==> src/verilog/pdm_pkg.sv <==
// constants and types shared by the port d/e override block
package pdm_pkg;
	// two-wire spike filter: reject pulses shorter than this
	localparam int SPIKE_NS = 50;
	localparam int CLK_NS = 40;
	// least time rounds up to whole cycles
	localparam int SPIKE_CYCLES_INT = (SPIKE_NS + CLK_NS - 1) / CLK_NS;
	localparam logic [2:0] SPIKE_CYCLES = SPIKE_CYCLES_INT[2:0];
	// slew-limited open-drain: hold a new level this many cycles before it reaches the pin
	localparam logic [2:0] SLEW_CYCLES = 3'h2;
	localparam int PIN_COUNT = 8;
	// pin positions
	localparam int PD_SCL = 0;
	localparam int PD_SDA = 1;
	localparam int PD_RX1 = 2;
	localparam int PD_TX1 = 3;
	localparam int PD_SERIAL1_EXT_CLOCK = 5;
	localparam int PE_RX0 = 0;
	localparam int PE_TX0 = 1;
	localparam int PE_SERIAL0_EXT_CLOCK = 2;
	localparam int PE_OCA = 3;
	localparam int PE_OCB = 4;
	localparam int PE_OCC = 5;
	localparam int PE_T3 = 6;
	localparam int PE_TIMER3_CAPTURE_INPUT = 7;
	// reset values of registered outputs
	localparam logic [7:0] RST_BYTE = 8'h00;
	localparam logic RST_BIT = 1'b0;
	localparam logic RST_FILT = 1'b1;
	typedef enum logic [1:0] {
		PDM_IDLE = 2'b00,
		PDM_HOLD = 2'b01
	} pdm_filt_state_type;
endpackage

==> src/verilog/pdm_port_mux.sv <==
// pin override logic for port d and port e alternate functions
`timescale 1ns/100ps
`default_nettype none
module pdm_port_mux
	import pdm_pkg::*;
(
	input wire logic clk_sys,
	input wire logic nrst,
	// port register settings
	input wire logic [7:0] portd_value,
	input wire logic [7:0] portd_direction,
	input wire logic [7:0] porte_value,
	input wire logic [7:0] porte_direction,
	input wire logic global_pullup_disable,
	input wire logic legacy_mode,
	// pad inputs
	input wire logic [7:0] portd_pin_in,
	input wire logic [7:0] porte_pin_in,
	// two-wire interface
	input wire logic two_wire_enable,
	input wire logic two_wire_sda_pull_low,
	input wire logic two_wire_scl_pull_low,
	// serial ports
	input wire logic serial1_sync_select,
	input wire logic serial1_tx_enable,
	input wire logic serial1_rx_enable,
	input wire logic serial1_tx_data,
	input wire logic serial1_clock_out,
	input wire logic serial0_sync_select,
	input wire logic serial0_tx_enable,
	input wire logic serial0_rx_enable,
	input wire logic serial0_tx_data,
	input wire logic serial0_clock_out,
	// timer3 compare outputs
	input wire logic timer3_compare_en_a,
	input wire logic timer3_compare_en_b,
	input wire logic timer3_compare_en_c,
	input wire logic timer3_compare_out_a,
	input wire logic timer3_compare_out_b,
	input wire logic timer3_compare_out_c,
	// serial programming
	input wire logic prog_mode,
	input wire logic prog_serial_out,
	// interrupt enables: [3:0] port d, [7:4] port e
	input wire logic [7:0] ext_interrupt_enable,
	// pad controls
	output logic [7:0] portd_pullup,
	output logic [7:0] portd_out_enable,
	output logic [7:0] portd_out_value,
	output logic [7:0] portd_input_enable,
	output logic [7:0] porte_pullup,
	output logic [7:0] porte_out_enable,
	output logic [7:0] porte_out_value,
	output logic [7:0] porte_input_enable,
	output logic two_wire_slew_enable,
	// peripheral inputs
	output logic [7:0] ext_interrupt_in,
	output logic two_wire_scl_in,
	output logic two_wire_sda_in,
	output logic timer2_count_clock,
	output logic timer1_count_clock,
	output logic timer1_capture_input,
	output logic timer3_count_clock,
	output logic timer3_capture_input,
	output logic serial1_receive_pin,
	output logic serial1_ext_clock,
	output logic serial0_receive_pin,
	output logic serial0_ext_clock,
	output logic prog_serial_in,
	output logic comparator_pos_input,
	output logic comparator_neg_input
);
	logic [7:0] d_pullup_override_enable, d_pullup_override_value, d_direction_override_enable, d_direction_override_value, d_output_value_override_enable, d_output_value_override_value, d_input_enable_override_enable;
	logic [7:0] e_pullup_override_enable, e_pullup_override_value, e_direction_override_enable, e_direction_override_value, e_output_value_override_enable, e_output_value_override_value, e_input_enable_override_enable;
	logic [7:0] d_pu_next, d_oe_next, d_ov_next, d_ie_next;
	logic [7:0] e_pu_next, e_oe_next, e_ov_next, e_ie_next;
	logic scl_filt, sda_filt, scl_slow, sda_slow;
	logic t3_avail;

	// legacy mode removes the timer3 and serial0 clock functions
	// legacy gating
	assign t3_avail = !legacy_mode;

	pdm_spike_filter u_scl_filter (
		.clk_sys(clk_sys),
		.nrst(nrst),
		.raw_in(portd_pin_in[PD_SCL]),
		.hold_cycles(SPIKE_CYCLES),
		.filt_out(scl_filt)
	);

	pdm_spike_filter u_sda_filter (
		.clk_sys(clk_sys),
		.nrst(nrst),
		.raw_in(portd_pin_in[PD_SDA]),
		.hold_cycles(SPIKE_CYCLES),
		.filt_out(sda_filt)
	);

	pdm_slew_limiter u_scl_slew (
		.clk_sys(clk_sys),
		.nrst(nrst),
		.pull_low(two_wire_scl_pull_low),
		.drive_low(scl_slow)
	);

	pdm_slew_limiter u_sda_slew (
		.clk_sys(clk_sys),
		.nrst(nrst),
		.pull_low(two_wire_sda_pull_low),
		.drive_low(sda_slow)
	);

	// port d override table
	always_comb begin
		d_pullup_override_enable = 8'h00;
		d_pullup_override_value = 8'h00;
		d_direction_override_enable = 8'h00;
		d_direction_override_value = 8'h00;
		d_output_value_override_enable = 8'h00;
		d_output_value_override_value = 8'h00;
		d_output_value_override_enable[PD_SERIAL1_EXT_CLOCK] = serial1_sync_select;
		d_output_value_override_value[PD_SERIAL1_EXT_CLOCK] = serial1_clock_out;
		d_pullup_override_enable[PD_TX1] = serial1_tx_enable;
		d_direction_override_enable[PD_TX1] = serial1_tx_enable;
		d_direction_override_value[PD_TX1] = 1'b1;
		d_output_value_override_enable[PD_TX1] = serial1_tx_enable;
		d_output_value_override_value[PD_TX1] = serial1_tx_data;
		d_pullup_override_enable[PD_RX1] = serial1_rx_enable;
		d_pullup_override_value[PD_RX1] = portd_value[PD_RX1] & !global_pullup_disable;
		d_direction_override_enable[PD_RX1] = serial1_rx_enable;
		// two-wire drive 0, direction from drive
		d_pullup_override_enable[PD_SCL] = two_wire_enable;
		d_pullup_override_enable[PD_SDA] = two_wire_enable;
		d_pullup_override_value[PD_SCL] = portd_value[PD_SCL] & !global_pullup_disable;
		d_pullup_override_value[PD_SDA] = portd_value[PD_SDA] & !global_pullup_disable;
		d_direction_override_enable[PD_SCL] = two_wire_enable;
		d_direction_override_enable[PD_SDA] = two_wire_enable;
		d_direction_override_value[PD_SCL] = scl_slow;
		d_direction_override_value[PD_SDA] = sda_slow;
		d_output_value_override_enable[PD_SCL] = two_wire_enable;
		d_output_value_override_enable[PD_SDA] = two_wire_enable;
		d_input_enable_override_enable = {4'h0, ext_interrupt_enable[3:0]};
	end

	// port e override table
	always_comb begin
		e_pullup_override_enable = 8'h00;
		e_pullup_override_value = 8'h00;
		e_direction_override_enable = 8'h00;
		e_direction_override_value = 8'h00;
		e_output_value_override_enable = 8'h00;
		e_output_value_override_value = 8'h00;
		e_output_value_override_enable[PE_OCC] = timer3_compare_en_c & t3_avail;
		e_output_value_override_value[PE_OCC] = timer3_compare_out_c;
		e_output_value_override_enable[PE_OCB] = timer3_compare_en_b & t3_avail;
		e_output_value_override_value[PE_OCB] = timer3_compare_out_b;
		e_output_value_override_enable[PE_OCA] = timer3_compare_en_a & t3_avail;
		e_output_value_override_value[PE_OCA] = timer3_compare_out_a;
		// serial0 clock only in synchronous mode
		e_output_value_override_enable[PE_SERIAL0_EXT_CLOCK] = serial0_sync_select & t3_avail;
		e_output_value_override_value[PE_SERIAL0_EXT_CLOCK] = serial0_clock_out;
		e_pullup_override_enable[PE_TX0] = serial0_tx_enable | prog_mode;
		e_direction_override_enable[PE_TX0] = serial0_tx_enable | prog_mode;
		e_direction_override_value[PE_TX0] = 1'b1;
		e_output_value_override_enable[PE_TX0] = serial0_tx_enable | prog_mode;
		e_output_value_override_value[PE_TX0] = prog_mode ? prog_serial_out : serial0_tx_data;
		e_pullup_override_enable[PE_RX0] = serial0_rx_enable;
		e_pullup_override_value[PE_RX0] = porte_value[PE_RX0] & !global_pullup_disable;
		e_direction_override_enable[PE_RX0] = serial0_rx_enable;
		e_input_enable_override_enable = {ext_interrupt_enable[7:4], 4'h0};
	end

	always_comb begin
		for (int i = 0; i < PIN_COUNT; i++) begin
			d_oe_next[i] = d_direction_override_enable[i] ? d_direction_override_value[i] : portd_direction[i];
			d_ov_next[i] = d_output_value_override_enable[i] ? d_output_value_override_value[i] : portd_value[i];
			d_pu_next[i] = d_pullup_override_enable[i] ? d_pullup_override_value[i]
				: (!portd_direction[i] & portd_value[i] & !global_pullup_disable);
			d_ie_next[i] = d_input_enable_override_enable[i] ? 1'b1 : 1'b0;
			e_oe_next[i] = e_direction_override_enable[i] ? e_direction_override_value[i] : porte_direction[i];
			e_ov_next[i] = e_output_value_override_enable[i] ? e_output_value_override_value[i] : porte_value[i];
			e_pu_next[i] = e_pullup_override_enable[i] ? e_pullup_override_value[i]
				: (!porte_direction[i] & porte_value[i] & !global_pullup_disable);
			e_ie_next[i] = e_input_enable_override_enable[i] ? 1'b1 : 1'b0;
		end
	end

	// pad controls are registered so the pads see clean levels
	always_ff @(posedge clk_sys or negedge nrst) begin
		if (!nrst) begin
			portd_pullup <= RST_BYTE;
			portd_out_enable <= RST_BYTE;
			portd_out_value <= RST_BYTE;
			portd_input_enable <= RST_BYTE;
			porte_pullup <= RST_BYTE;
			porte_out_enable <= RST_BYTE;
			porte_out_value <= RST_BYTE;
			porte_input_enable <= RST_BYTE;
			two_wire_slew_enable <= RST_BIT;
		end else begin
			portd_pullup <= d_pu_next;
			portd_out_enable <= d_oe_next;
			portd_out_value <= d_ov_next;
			portd_input_enable <= d_ie_next;
			porte_pullup <= e_pu_next;
			porte_out_enable <= e_oe_next;
			porte_out_value <= e_ov_next;
			porte_input_enable <= e_ie_next;
			two_wire_slew_enable <= two_wire_enable;
		end
	end

	// peripheral inputs, registered; the filtered copies go to the two-wire logic only
	always_ff @(posedge clk_sys or negedge nrst) begin
		if (!nrst) begin
			ext_interrupt_in <= RST_BYTE;
			two_wire_scl_in <= RST_FILT;
			two_wire_sda_in <= RST_FILT;
			timer2_count_clock <= RST_BIT;
			timer1_count_clock <= RST_BIT;
			timer1_capture_input <= RST_BIT;
			timer3_count_clock <= RST_BIT;
			timer3_capture_input <= RST_BIT;
			serial1_receive_pin <= RST_BIT;
			serial1_ext_clock <= RST_BIT;
			serial0_receive_pin <= RST_BIT;
			serial0_ext_clock <= RST_BIT;
			prog_serial_in <= RST_BIT;
			comparator_pos_input <= RST_BIT;
			comparator_neg_input <= RST_BIT;
		end else begin
			ext_interrupt_in[3:0] <= portd_pin_in[3:0];
			ext_interrupt_in[7:4] <= porte_pin_in[7:4];
			two_wire_scl_in <= scl_filt;
			two_wire_sda_in <= sda_filt;
			timer2_count_clock <= portd_pin_in[7];
			timer1_count_clock <= portd_pin_in[6];
			timer1_capture_input <= portd_pin_in[4];
			serial1_ext_clock <= portd_pin_in[PD_SERIAL1_EXT_CLOCK];
			serial1_receive_pin <= portd_pin_in[PD_RX1];
			// timer3 and serial0 clock inputs, blocked in legacy mode
			timer3_capture_input <= porte_pin_in[PE_TIMER3_CAPTURE_INPUT] & t3_avail;
			timer3_count_clock <= porte_pin_in[PE_T3] & t3_avail;
			serial0_ext_clock <= porte_pin_in[PE_SERIAL0_EXT_CLOCK] & t3_avail;
			serial0_receive_pin <= porte_pin_in[PE_RX0];
			prog_serial_in <= porte_pin_in[PE_RX0];
			comparator_neg_input <= porte_pin_in[PE_OCA];
			comparator_pos_input <= porte_pin_in[PE_SERIAL0_EXT_CLOCK];
		end
	end
endmodule
`default_nettype wire

==> src/verilog/pdm_slew_limiter.sv <==
// open-drain slew limiter: pull-down enable changes only after a settle delay
`timescale 1ns/100ps
`default_nettype none
module pdm_slew_limiter
	import pdm_pkg::*;
(
	input wire logic clk_sys,
	input wire logic nrst,
	input wire logic pull_low,
	output logic drive_low
);
	logic [2:0] count_reg;

	always_ff @(posedge clk_sys or negedge nrst) begin
		if (!nrst) begin
			count_reg <= 3'h0;
			drive_low <= RST_BIT;
		end else if (pull_low == drive_low) begin
			count_reg <= 3'h0;
		end else if (count_reg >= SLEW_CYCLES - 3'h1) begin
			drive_low <= pull_low;
			count_reg <= 3'h0;
		end else begin
			count_reg <= count_reg + 3'h1;
		end
	end
endmodule
`default_nettype wire

==> src/verilog/pdm_spike_filter.sv <==
// glitch filter: passes a level only after it stays stable for a set count
`timescale 1ns/100ps
`default_nettype none
module pdm_spike_filter
	import pdm_pkg::*;
(
	input wire logic clk_sys,
	input wire logic nrst,
	input wire logic raw_in,
	input wire logic [2:0] hold_cycles,
	output logic filt_out
);
	pdm_filt_state_type state_reg;
	logic [2:0] count_reg;

	always_ff @(posedge clk_sys or negedge nrst) begin
		if (!nrst) begin
			state_reg <= PDM_IDLE;
			count_reg <= 3'h0;
			filt_out <= RST_FILT;
		end else begin
			case (state_reg)
				PDM_IDLE: begin
					if (raw_in != filt_out) begin
						state_reg <= PDM_HOLD;
						count_reg <= 3'h1;
					end
				end
				PDM_HOLD: begin
					// a pulse that drops back early is discarded
					if (raw_in == filt_out) begin
						state_reg <= PDM_IDLE;
					end else if (count_reg >= hold_cycles) begin
						filt_out <= raw_in;
						state_reg <= PDM_IDLE;
					end else begin
						count_reg <= count_reg + 3'h1;
					end
				end
				default: begin
					state_reg <= PDM_IDLE;
				end
			endcase
		end
	end
endmodule
`default_nettype wire
==> config.mk <==
export PLATFORM = sky130hd
export DESIGN_NAME = pdm_port_mux
export DESIGN_NICKNAME = d
export VERILOG_FILES = /design/src/verilog/pdm_pkg.sv /design/src/verilog/pdm_port_mux.sv /design/src/verilog/pdm_slew_limiter.sv /design/src/verilog/pdm_spike_filter.sv
export SDC_FILE = /design/constraint.sdc
export NUM_CORES = 1
export LEC_CHECK = 0
export ABC_AREA = 1
export BUFFER_PORTS_ARGS = -buffer_cell sky130_fd_sc_hd__clkbuf_2
export CAP_MARGIN = 25
export CELL_PAD_IN_SITES_DETAIL_PLACEMENT = 1
export CELL_PAD_IN_SITES_GLOBAL_PLACEMENT = 2
export CORE_MARGIN = 3
export CORE_UTILIZATION = 29
export DETAILED_ROUTE_END_ITERATION = 6
export GPL_ROUTABILITY_DRIVEN = 0
export PLACE_DENSITY_LB_ADDON = 0.2
export SYNTH_ARGS = -nofsm -noshare
export SYNTH_HDL_FRONTEND = slang
export SYNTH_SLANG_ARGS = --single-unit
==> constraint.sdc <==
create_clock -name clk_sys -period 3.4 [get_ports clk_sys]
set_input_delay 0.17 -clock clk_sys [delete_from_list [all_inputs] [get_ports clk_sys]]
set_output_delay 0.17 -clock clk_sys [all_outputs]
set_load 0.01 [all_outputs]
* Word level (Yosys, flattened, before mapping)
Cells that the tools add are included. W data, S select, Z words.
Word-level totals: output and inout port bits 87, register bits 98, logic and storage cells 185
Operators by class: reduce and logical (&&, ||, !) cells 30, add/sub/neg operators 4, magnitude comparators 4, equality and inequality tests 16, muxes and demuxes 50, bitwise gates (word level) 48
Operator list (number):
- $and A1 B1 Y1 | 43
- $mux W1 | 30
- $mux W3 | 10
- $logic_not A1 Y1 | 18
- $add A3 B1 Y3 const B | 4
- $mux W2 | 6
- $pmux W3 S2 | 2
- $ne A2 B2 Y1 const B | 4
- $pmux W2 S2 | 2
- $reduce_and A2 Y1 | 4
- $reduce_and A4 Y1 | 2
- $ge A3 B1 Y1 const B | 2
- $ge A3 B2 Y1 const B | 2
- $ne A3 B1 Y1 const B | 2
- $reduce_and A3 Y1 | 2
- $eq A1 B1 Y1 | 4
- $eq A2 B1 Y1 const B | 2
- $logic_not A2 Y1 | 2
- $ne A2 B1 Y1 const B | 2
- $not A1 Y1 | 4
- $reduce_bool A2 Y1 | 2
- $ne A1 B1 Y1 | 2
- $or A1 B1 Y1 | 1

* Logic depth before layout (Yosys ltp)
Gate-level depths: netlist of run 1.
depth after elaboration 4, gate-level depth with buffers 8, mapped depth without buffers 8

* Modules after synthesis
Synthesis of run 1 repeated with hierarchy kept, for this count alone.
Second synthesis, totals: cell total of the unflattened synthesis 303, area total of the unflattened synthesis 3498.4 um^2
Modules (own cells, without submodules):
- pdm_port_mux | times used 1, sequential area each 1929.4 um^2, cells each 175, area an instance 2382.3 um^2
- pdm_spike_filter | times used 2, sequential area each 126.4 um^2, cells each 44, area an instance 352.8 um^2
- pdm_slew_limiter | times used 2, sequential area each 100.1 um^2, cells each 20, area an instance 205.2 um^2

* Worst setup path before layout of run 1
No wires, ideal clock.
kind register -> register, start register u_scl_filter.count_reg[0], end register u_scl_filter.count_reg[0], arrival time 981 ps, buffers on the path 0, cell stages (with the launch flop) 9, setup slack 2303 ps, required time 3283 ps, setup time 117 ps, cells stage by stage dfrtp_1 -> inv_1 -> ha_1 -> nor2_1 -> nand2_1 -> nand2_2 -> nand2_2 -> nand2_1 -> nand2_1
Between the ends: word-level cells in the longest chain between the ends 4, elaborated cells on any way between the ends 7
Ends and longest elaborated chain:
- start, declared | line pdm_spike_filter.sv:14 | logic [2:0] count_reg;
- start signal, assigned | line pdm_spike_filter.sv:37 | count_reg <= count_reg + 3'h1;
- $add A3 B1 Y3 | line pdm_spike_filter.sv:37
- $mux W3 | line pdm_spike_filter.sv:33 | end else if (count_reg >= hold_cycles) begin
- $mux W3 | line pdm_spike_filter.sv:31 | if (raw_in == filt_out) begin
- $pmux W3 S2 | line pdm_spike_filter.sv:22 | case (state_reg)
Several ways; a longest one is shown, not always the timed one. The select of a mux whose other input is x is not followed. A chain may end at the register's enable or synchronous reset.

* Worst setup path in the final report of run 1
Same ends and word-level chain as after synthesis.

==> impl_metrics.json, run 1 <==
{
  "status": "finished clean",
  "clock_skew_ns": 0.00422,
  "cp_slowest_cell": "dfrtp_1",
  "drt-total-wl_mm": 8.92,
  "worst_pin_slew_ns": 0.595,
  "worstSetupEndpointType": "flip-flop",
  "via_per_inst": 4.20,
  "drtIter0Drc": 50,
  "synth_common_cells": "dfrtp_1 (91), nand2_1 (38), inv_1 (35)",
  "cts_tree": "yes",
  "synth_area_leader_cell": "dfrtp_1",
  "synthXorXnorAreaFrac_pct": 0.528,
  "leakagePower_uw": 0.00267,
  "r2r_end": "u_scl_filter.count_reg[0]$_DFFE_PN0P_",
  "fin_ws_ns": 2.21,
  "cp_common_cell": "nand2_1",
  "r2r_cells": 8,
  "dieHeight_um": 113,
  "port_buffers": 158,
  "multi_input_area_um2": 731,
  "cp_slowest_stage_delay_ns": 0.39,
  "worstPathMaxFanout": 6,
  "syn_area_per_cell_um2": 12.4,
  "crit_required_ns": 3.62,
  "critical-path-top-delay-family": "simple AND/OR/NAND/NOR gates",
  "yosysWarnings": 0,
  "die_w_um": 113,
  "synth_most_common_cell": "dfrtp_1",
  "hold_end": "porte_pullup[1]$_DFF_PN0_",
  "timing.setup.tns_ns": 0,
  "r2r-start": "u_scl_filter.count_reg[0]$_DFFE_PN0P_",
  "power.density_mw_per_mm2": 612,
  "dr.pass1.iters": 4,
  "worstHoldStart": "porte_direction[1]",
  "htree_levels": 3,
  "drc_errors": 0,
  "crit_buf_inv": 1,
  "hold_path_class": "input port to flip-flop",
  "grt_setup_unrepaired": "no",
  "synth-simple-area-share_pct": 15.0,
  "areaGrowthSynthToFinish_pct": 49.5,
  "syn_area_mm2": 0.00332,
  "n_antenna_cell": 0,
  "grt_pass1_wl_mm": 14.6,
  "coreArea_mm2": 0.0110,
  "timing.final.crit_period_ns": 1.19,
  "ff_latch_area_mm2": 0.00238,
  "clkLatencyLatePin_ns": 0.33,
  "grt.overflow.total": 0,
  "hold_viol_final": 0,
  "row_count": 38,
  "synth_compound_area_share_pct": 2.53,
  "cts.sinks": 95,
  "yosys.area_share.adder_pct": 3.02,
  "antenna_found_initial": 0,
  "grt_usage_pct": 14.8,
  "synthMuxAreaShare_pct": 0,
  "vias": 2597,
  "hpwlAfterDp_mm": 6.48,
  "crit_path_cell_trace": "inv_1 > ha_1 > nor2_1 > nand2_1 > nand2_2 > nand2_2 > nand2_1 > nand2_1",
  "start_util_pct": 30.1,
  "max_freq_ghz": 0.838,
  "synth-edff-count": 0,
  "drive_above_1_share_pct": 41.0,
  "rrSetupSlack_ns": 2.21,
  "hold_ws_ns": 0.0175,
  "die_area_mm2": 0.0128,
  "cts_resized": 0,
  "vdd_ir_drop_max_uv": 284,
  "synth_flop_cell": "dfrtp_1",
  "yosys.area.top_type_share_pct": 68.6,
  "wl_per_cell_um": 14.4,
  "maxSlewHeadroom_pct": 60.3,
  "cts_buffers": 9,
  "io_pins": 168,
  "hold_depth": 2,
  "grt_max_degree": 51,
  "grt_pass1_vias": 2907,
  "ys_ff_latch": 95,
  "synth_top_family_by_area": "simple AND/OR/NAND/NOR gates",
  "arrival_ns": 1.41,
  "drt.antenna.violating_nets": 0,
  "fillers": 1232,
  "nNetsFinal": 563,
  "final_max_slew_viol_count": 0,
  "dpl_worst_slack_ns": 2.20,
  "root_buffer": "clkbuf_16",
  "max_cap_violations": 0,
  "cts_buffer_depth": 2,
  "setup_violations": 0,
  "worstSetupPathType": "flip-flop to flip-flop",
  "start_kind": "flip-flop",
  "synth_cell_type_count": 26,
  "clk_pin_slew_ns": 0.06,
  "yosysSeqAreaShare_pct": 71.8,
  "netlist_top_cells_area": "dfrtp_1 (69%), nand2_1 (4.3%), inv_1 (4.0%), dfstp_2 (3.2%), nor2_1 (3.2%)",
  "final.period_utilization_pct": 35.1,
  "synthArstFlopShare_pct": 100,
  "synth_cells": 267
}
## worst max path at each step
stage                                                startpoint                                    end  slack (ns)  depth (start not counted)
after floorplan           u_scl_filter.count_reg[0]$_DFFE_PN0P_  u_scl_filter.count_reg[0]$_DFFE_PN0P_        2.30                          8
after global placement    u_scl_filter.count_reg[0]$_DFFE_PN0P_  u_scl_filter.count_reg[0]$_DFFE_PN0P_        2.19                          8
after detailed placement  u_scl_filter.count_reg[0]$_DFFE_PN0P_  u_scl_filter.count_reg[0]$_DFFE_PN0P_        2.20                          8
after CTS                 u_scl_filter.count_reg[0]$_DFFE_PN0P_  u_scl_filter.count_reg[0]$_DFFE_PN0P_        2.18                          8
after global routing      u_scl_filter.count_reg[0]$_DFFE_PN0P_  u_scl_filter.count_reg[0]$_DFFE_PN0P_        2.04                          8
final                     u_scl_filter.count_reg[0]$_DFFE_PN0P_  u_scl_filter.count_reg[0]$_DFFE_PN0P_        2.21                          8
## cell usage in the layout, fill, tap and decap left out, types with 5 or more instances in the layout
cell type / n
ha_1: 8
clkbuf_16: 9
nor2_1: 28
dfrtp_1: 91
nor3b_1: 7
conb_1: 8
dlygate4sd3_1: 42
o21ai_0: 5
nand2_1: 38
clkbuf_2: 157
inv_1: 35
nor3_2: 8
nand3_1: 7
## layout make-up
class                   count  area share (%)
clock inverters             5            1.34
clock buffers              10            4.82
repair buffers            201            24.9
inverters                  36            2.72
well taps                 140            3.53
multi-input cells         131            14.7
flip-flops and latches     95            48.0
## what timing repair did
action / CTS / global route
hold buffers: 42 / 0
buffers inserted: 0 / 0
setup endpoints to repair: 0 / 0
endpoints found under the hold margin: 90 / 0
## logic make-up (layout without fill, tap and decap cells)
logic type      Yosys count  in the layout
compound gates           15             15
xor+xnor                  2              2
fa+ha+maj                 8              8
buf+inv                  48            252
flops                    95             95
other cells               1              8
simple gates             98             98
## metrics by stage
stage	std cells	total power, uW	util, %	instance area (um2)
6_report	618	3040	45.0	4960
5_1_grt	618	3260	45.0	4960
4_1_cts	618	3100	45.0	4960
3_5_place_dp	561	2010	38.4	4240
3_3_place_gp	561	1980	38.4	4240
2_1_floorplan	274	1770	-	3350
## power breakdown
group          total (uW)  internal [uW]  leakage [uW]  switching [uW]
Sequential           1400           1300       0.00116             101
Combinational         614            256       0.00137             357
Clock                1030            595      0.000147             432
## metal layers
layer  track usage, %  routed length, um
met1             15.6               3270
met2             27.4               4880
met3             3.69                551
met4             6.65                221
met5                0                  0
Power figures use the tool's default switching activity.
==> inputs of run 2 (changes only) <==
ABC_AREA = 0   (was 1)
CORE_UTILIZATION = 28   (was 29)
clock period = 1.12 ns   (was 3.4 ns; I/O delays follow)
==> run 2 against run 1 <==
- the flow now finishes with violations (setup timing)
- first-iteration DRC count rose by 64%
- cell count fell by 2.1%
- synthesized area fell by 3.6%
- die area fell by 0.12%
- critical endpoint is now u_scl_filter.filt_out$_DFFE_PN1P_
- largest cell class unchanged
- largest power group unchanged
==> impl_metrics.json, run 2 <==
{
  "synth_top_family_by_area": "simple AND/OR/NAND/NOR gates",
  "cts_buffers": 9,
  "root_buffer": "clkbuf_16",
  "mostFrequentLayoutCells": "clkbuf_2 (157), dfrtp_1 (91), dlygate4sd3_1 (71)",
  "synthArstFlopShare_pct": 100,
  "antenna_found_initial": 0,
  "hpwlAfterDp_mm": 6.05,
  "die_area_mm2": 0.0127,
  "cts_tree": "yes",
  "synthXorXnorAreaFrac_pct": 1.64,
  "coreArea_mm2": 0.0110,
  "hold_ws_ns": 0.0451,
  "htree_levels": 3,
  "synth-edff-count": 0,
  "dieHeight_um": 113,
  "synthMuxAreaShare_pct": 3.83,
  "synth_compound_area_share_pct": 2.58,
  "die_w_um": 113,
  "synth_common_cells": "dfrtp_1 (91), nor3b_1 (16), nor2_1 (11), nor2b_1 (11)",
  "port_buffers": 158,
  "vdd_ir_drop_max_uv": 868,
  "hold_viol_final": 0,
  "max_cap_violations": 0,
  "grt_usage_pct": 14.9,
  "placed_cell_area_mm2": 0.00429,
  "drive_above_1_share_pct": 50.3,
  "yosys.area.top_type_share_pct": 71.1,
  "start_kind": "flip-flop",
  "yosysWarnings": 0,
  "max_freq_ghz": 0.711,
  "arrival_ns": 1.67,
  "hold_path_class": "input port to flip-flop",
  "worstSetupEndpointType": "flip-flop",
  "yosysSeqAreaShare_pct": 74.4,
  "crit_required_ns": 1.38,
  "grt_pass1_vias": 2970,
  "io_pins": 168,
  "syn_area_per_cell_um2": 15.5,
  "drc_errors": 0,
  "areaGrowthSynthToFinish_pct": 71.5,
  "ys_ff_latch": 95,
  "syn_area_mm2": 0.00320,
  "drtIter0Drc": 82,
  "clk_pin_slew_ns": 0.07,
  "vias": 2519,
  "power.density_mw_per_mm2": 1890,
  "worstSetupPathType": "flip-flop to flip-flop",
  "mostFrequentLayoutCell": "clkbuf_2",
  "dr.pass1.iters": 2,
  "drt.antenna.violating_nets": 0,
  "worstPathMaxFanout": 4,
  "grt_setup_unrepaired": "yes",
  "synth-simple-area-share_pct": 11.2,
  "post-route-cell-area_mm2": 0.00549,
  "clock_skew_ns": 0.00469,
  "fin_ws_ns": -0.287,
  "status": "complete, but fails checks",
  "timing.final.crit_period_ns": 1.41,
  "timing.setup.tns_ns": -1.65,
  "grt_pass1_wl_mm": 14.9,
  "row_count": 38,
  "synth_cell_type_count": 31,
  "start_util_pct": 29.1,
  "via_per_inst": 4.16,
  "drt-total-wl_mm": 9.31,
  "grt.overflow.total": 0,
  "nNetsFinal": 549,
  "synth_cells": 207,
  "cts_buffer_depth": 2,
  "grt_max_degree": 54,
  "setup_violations": 12,
  "leakagePower_uw": 0.00273,
  "netlist_top_cells_area": "dfrtp_1 (71%), nor3b_1 (3.8%), mux2_2 (3.5%), dfstp_2 (3.3%), ha_1 (3.1%)",
  "ff_latch_area_mm2": 0.00238,
  "synth_flop_cell": "dfrtp_1",
  "cts.sinks": 95,
  "fillers": 1163,
  "final_max_slew_viol_count": 0,
  "wl_per_cell_um": 15.4,
  "synth_most_common_cell": "dfrtp_1",
  "multi_input_area_um2": 946,
  "failed_checks": "setup timing",
  "yosys.area_share.adder_pct": 3.13,
  "n_antenna_cell": 0,
  "clkLatencyLatePin_ns": 0.33,
  "final.period_utilization_pct": 126,
  "synth_area_leader_cell": "dfrtp_1"
}
## run 2: cell types whose count changed after synthesis, sizes merged, moves of 3 or more
cell and delta:
nand2b +3, or3 +3, inv -32, nor2b +11, nor2 -17, o21ai -6
nor3 -5, nor3b +7, nand2 -39, xor2 +3, nand3 -6, mux2 +10
## run 2: cell type report
cell class / instances / area share (%)
multi-input cells: 103 / 17.2
well taps: 140 / 3.19
clock buffers: 11 / 4.24
repair buffers: 247 / 30.6
inverters: 4 / 0.274
flip-flops and latches: 95 / 43.4
clock inverters: 5 / 1.07
## run 2: kinds of logic after synthesis
family                     Yosys count
xor gates and xnor gates             6
buffers and inverters               16
and+or+nand+nor                     59
muxes                               11
other                                1
AOI/OAI and AO/OA                   11
DFF                                 95
adders and majority gates            8
## run 2: where the power goes
| group | switching, uW | internal [uW] |
|---|---|---|
| Clock | 1270 | 1730 |
| Combinational | 1340 | 1740 |
| Sequential | 371 | 3940 |
## run 2: through the flow
stage / power, uW / cells / worst slack (ns) / utilization (%)
after floorplan: 5540 / 214 / -0.314 / -
after global placement: 6460 / 515 / -0.287 / 39.1
after detailed placement: 6520 / 515 / -0.313 / 39.1
after CTS: 10200 / 603 / -0.290 / 49.2
after global routing: 11000 / 605 / -0.329 / 50.0
final: 10400 / 605 / -0.287 / 50.0
## run 2: path summary, 6_finish.rpt
kind | from | to | slack (ns) | cells after the start
worst max-delay path | u_scl_filter.count_reg[1]$_DFFE_PN0P_ | u_scl_filter.filt_out$_DFFE_PN1P_ | -0.29 | 4
worst min-delay path | serial0_tx_data | porte_out_value[1]$_DFF_PN0_ | 0.05 | 3
worst max register to register | u_scl_filter.count_reg[1]$_DFFE_PN0P_ | u_scl_filter.filt_out$_DFFE_PN1P_ | -0.29 | 4
worst min register to register | u_sda_filter.filt_out$_DFFE_PN1P_ | two_wire_sda_in$_DFF_PN1_ | 0.42 | 0
max in group asynchronous | nrst | two_wire_scl_in$_DFF_PN1_ | 0.55 | 3
min in group asynchronous | nrst | porte_input_enable[5]$_DFF_PN0_ | 0.07 | 2
## run 2: repair_timing
item / 4_1_cts / 5_1_grt
hold buffers: 71 / 0
pin swaps: 11 / 6
buffers inserted: 2 / 3
gates resized for setup: 18 / 10
endpoints found under the hold margin: 166 / 0
setup endpoints to repair: 14 / 16
## run 2: worst max-delay path, stage by stage, from the launching register on
cell and delay, ns:
dfrtp_1 0.42, ha_4 0.18, or3_4 0.37, nand2_2 0.08, mux2_4 0.29
## run 2: layer usage
layer  routed length, um  GRT usage [%]
met1                3540           16.6
met2                4900           26.8
met3                 771           5.61
met4                 100           3.45
met5                   0              0
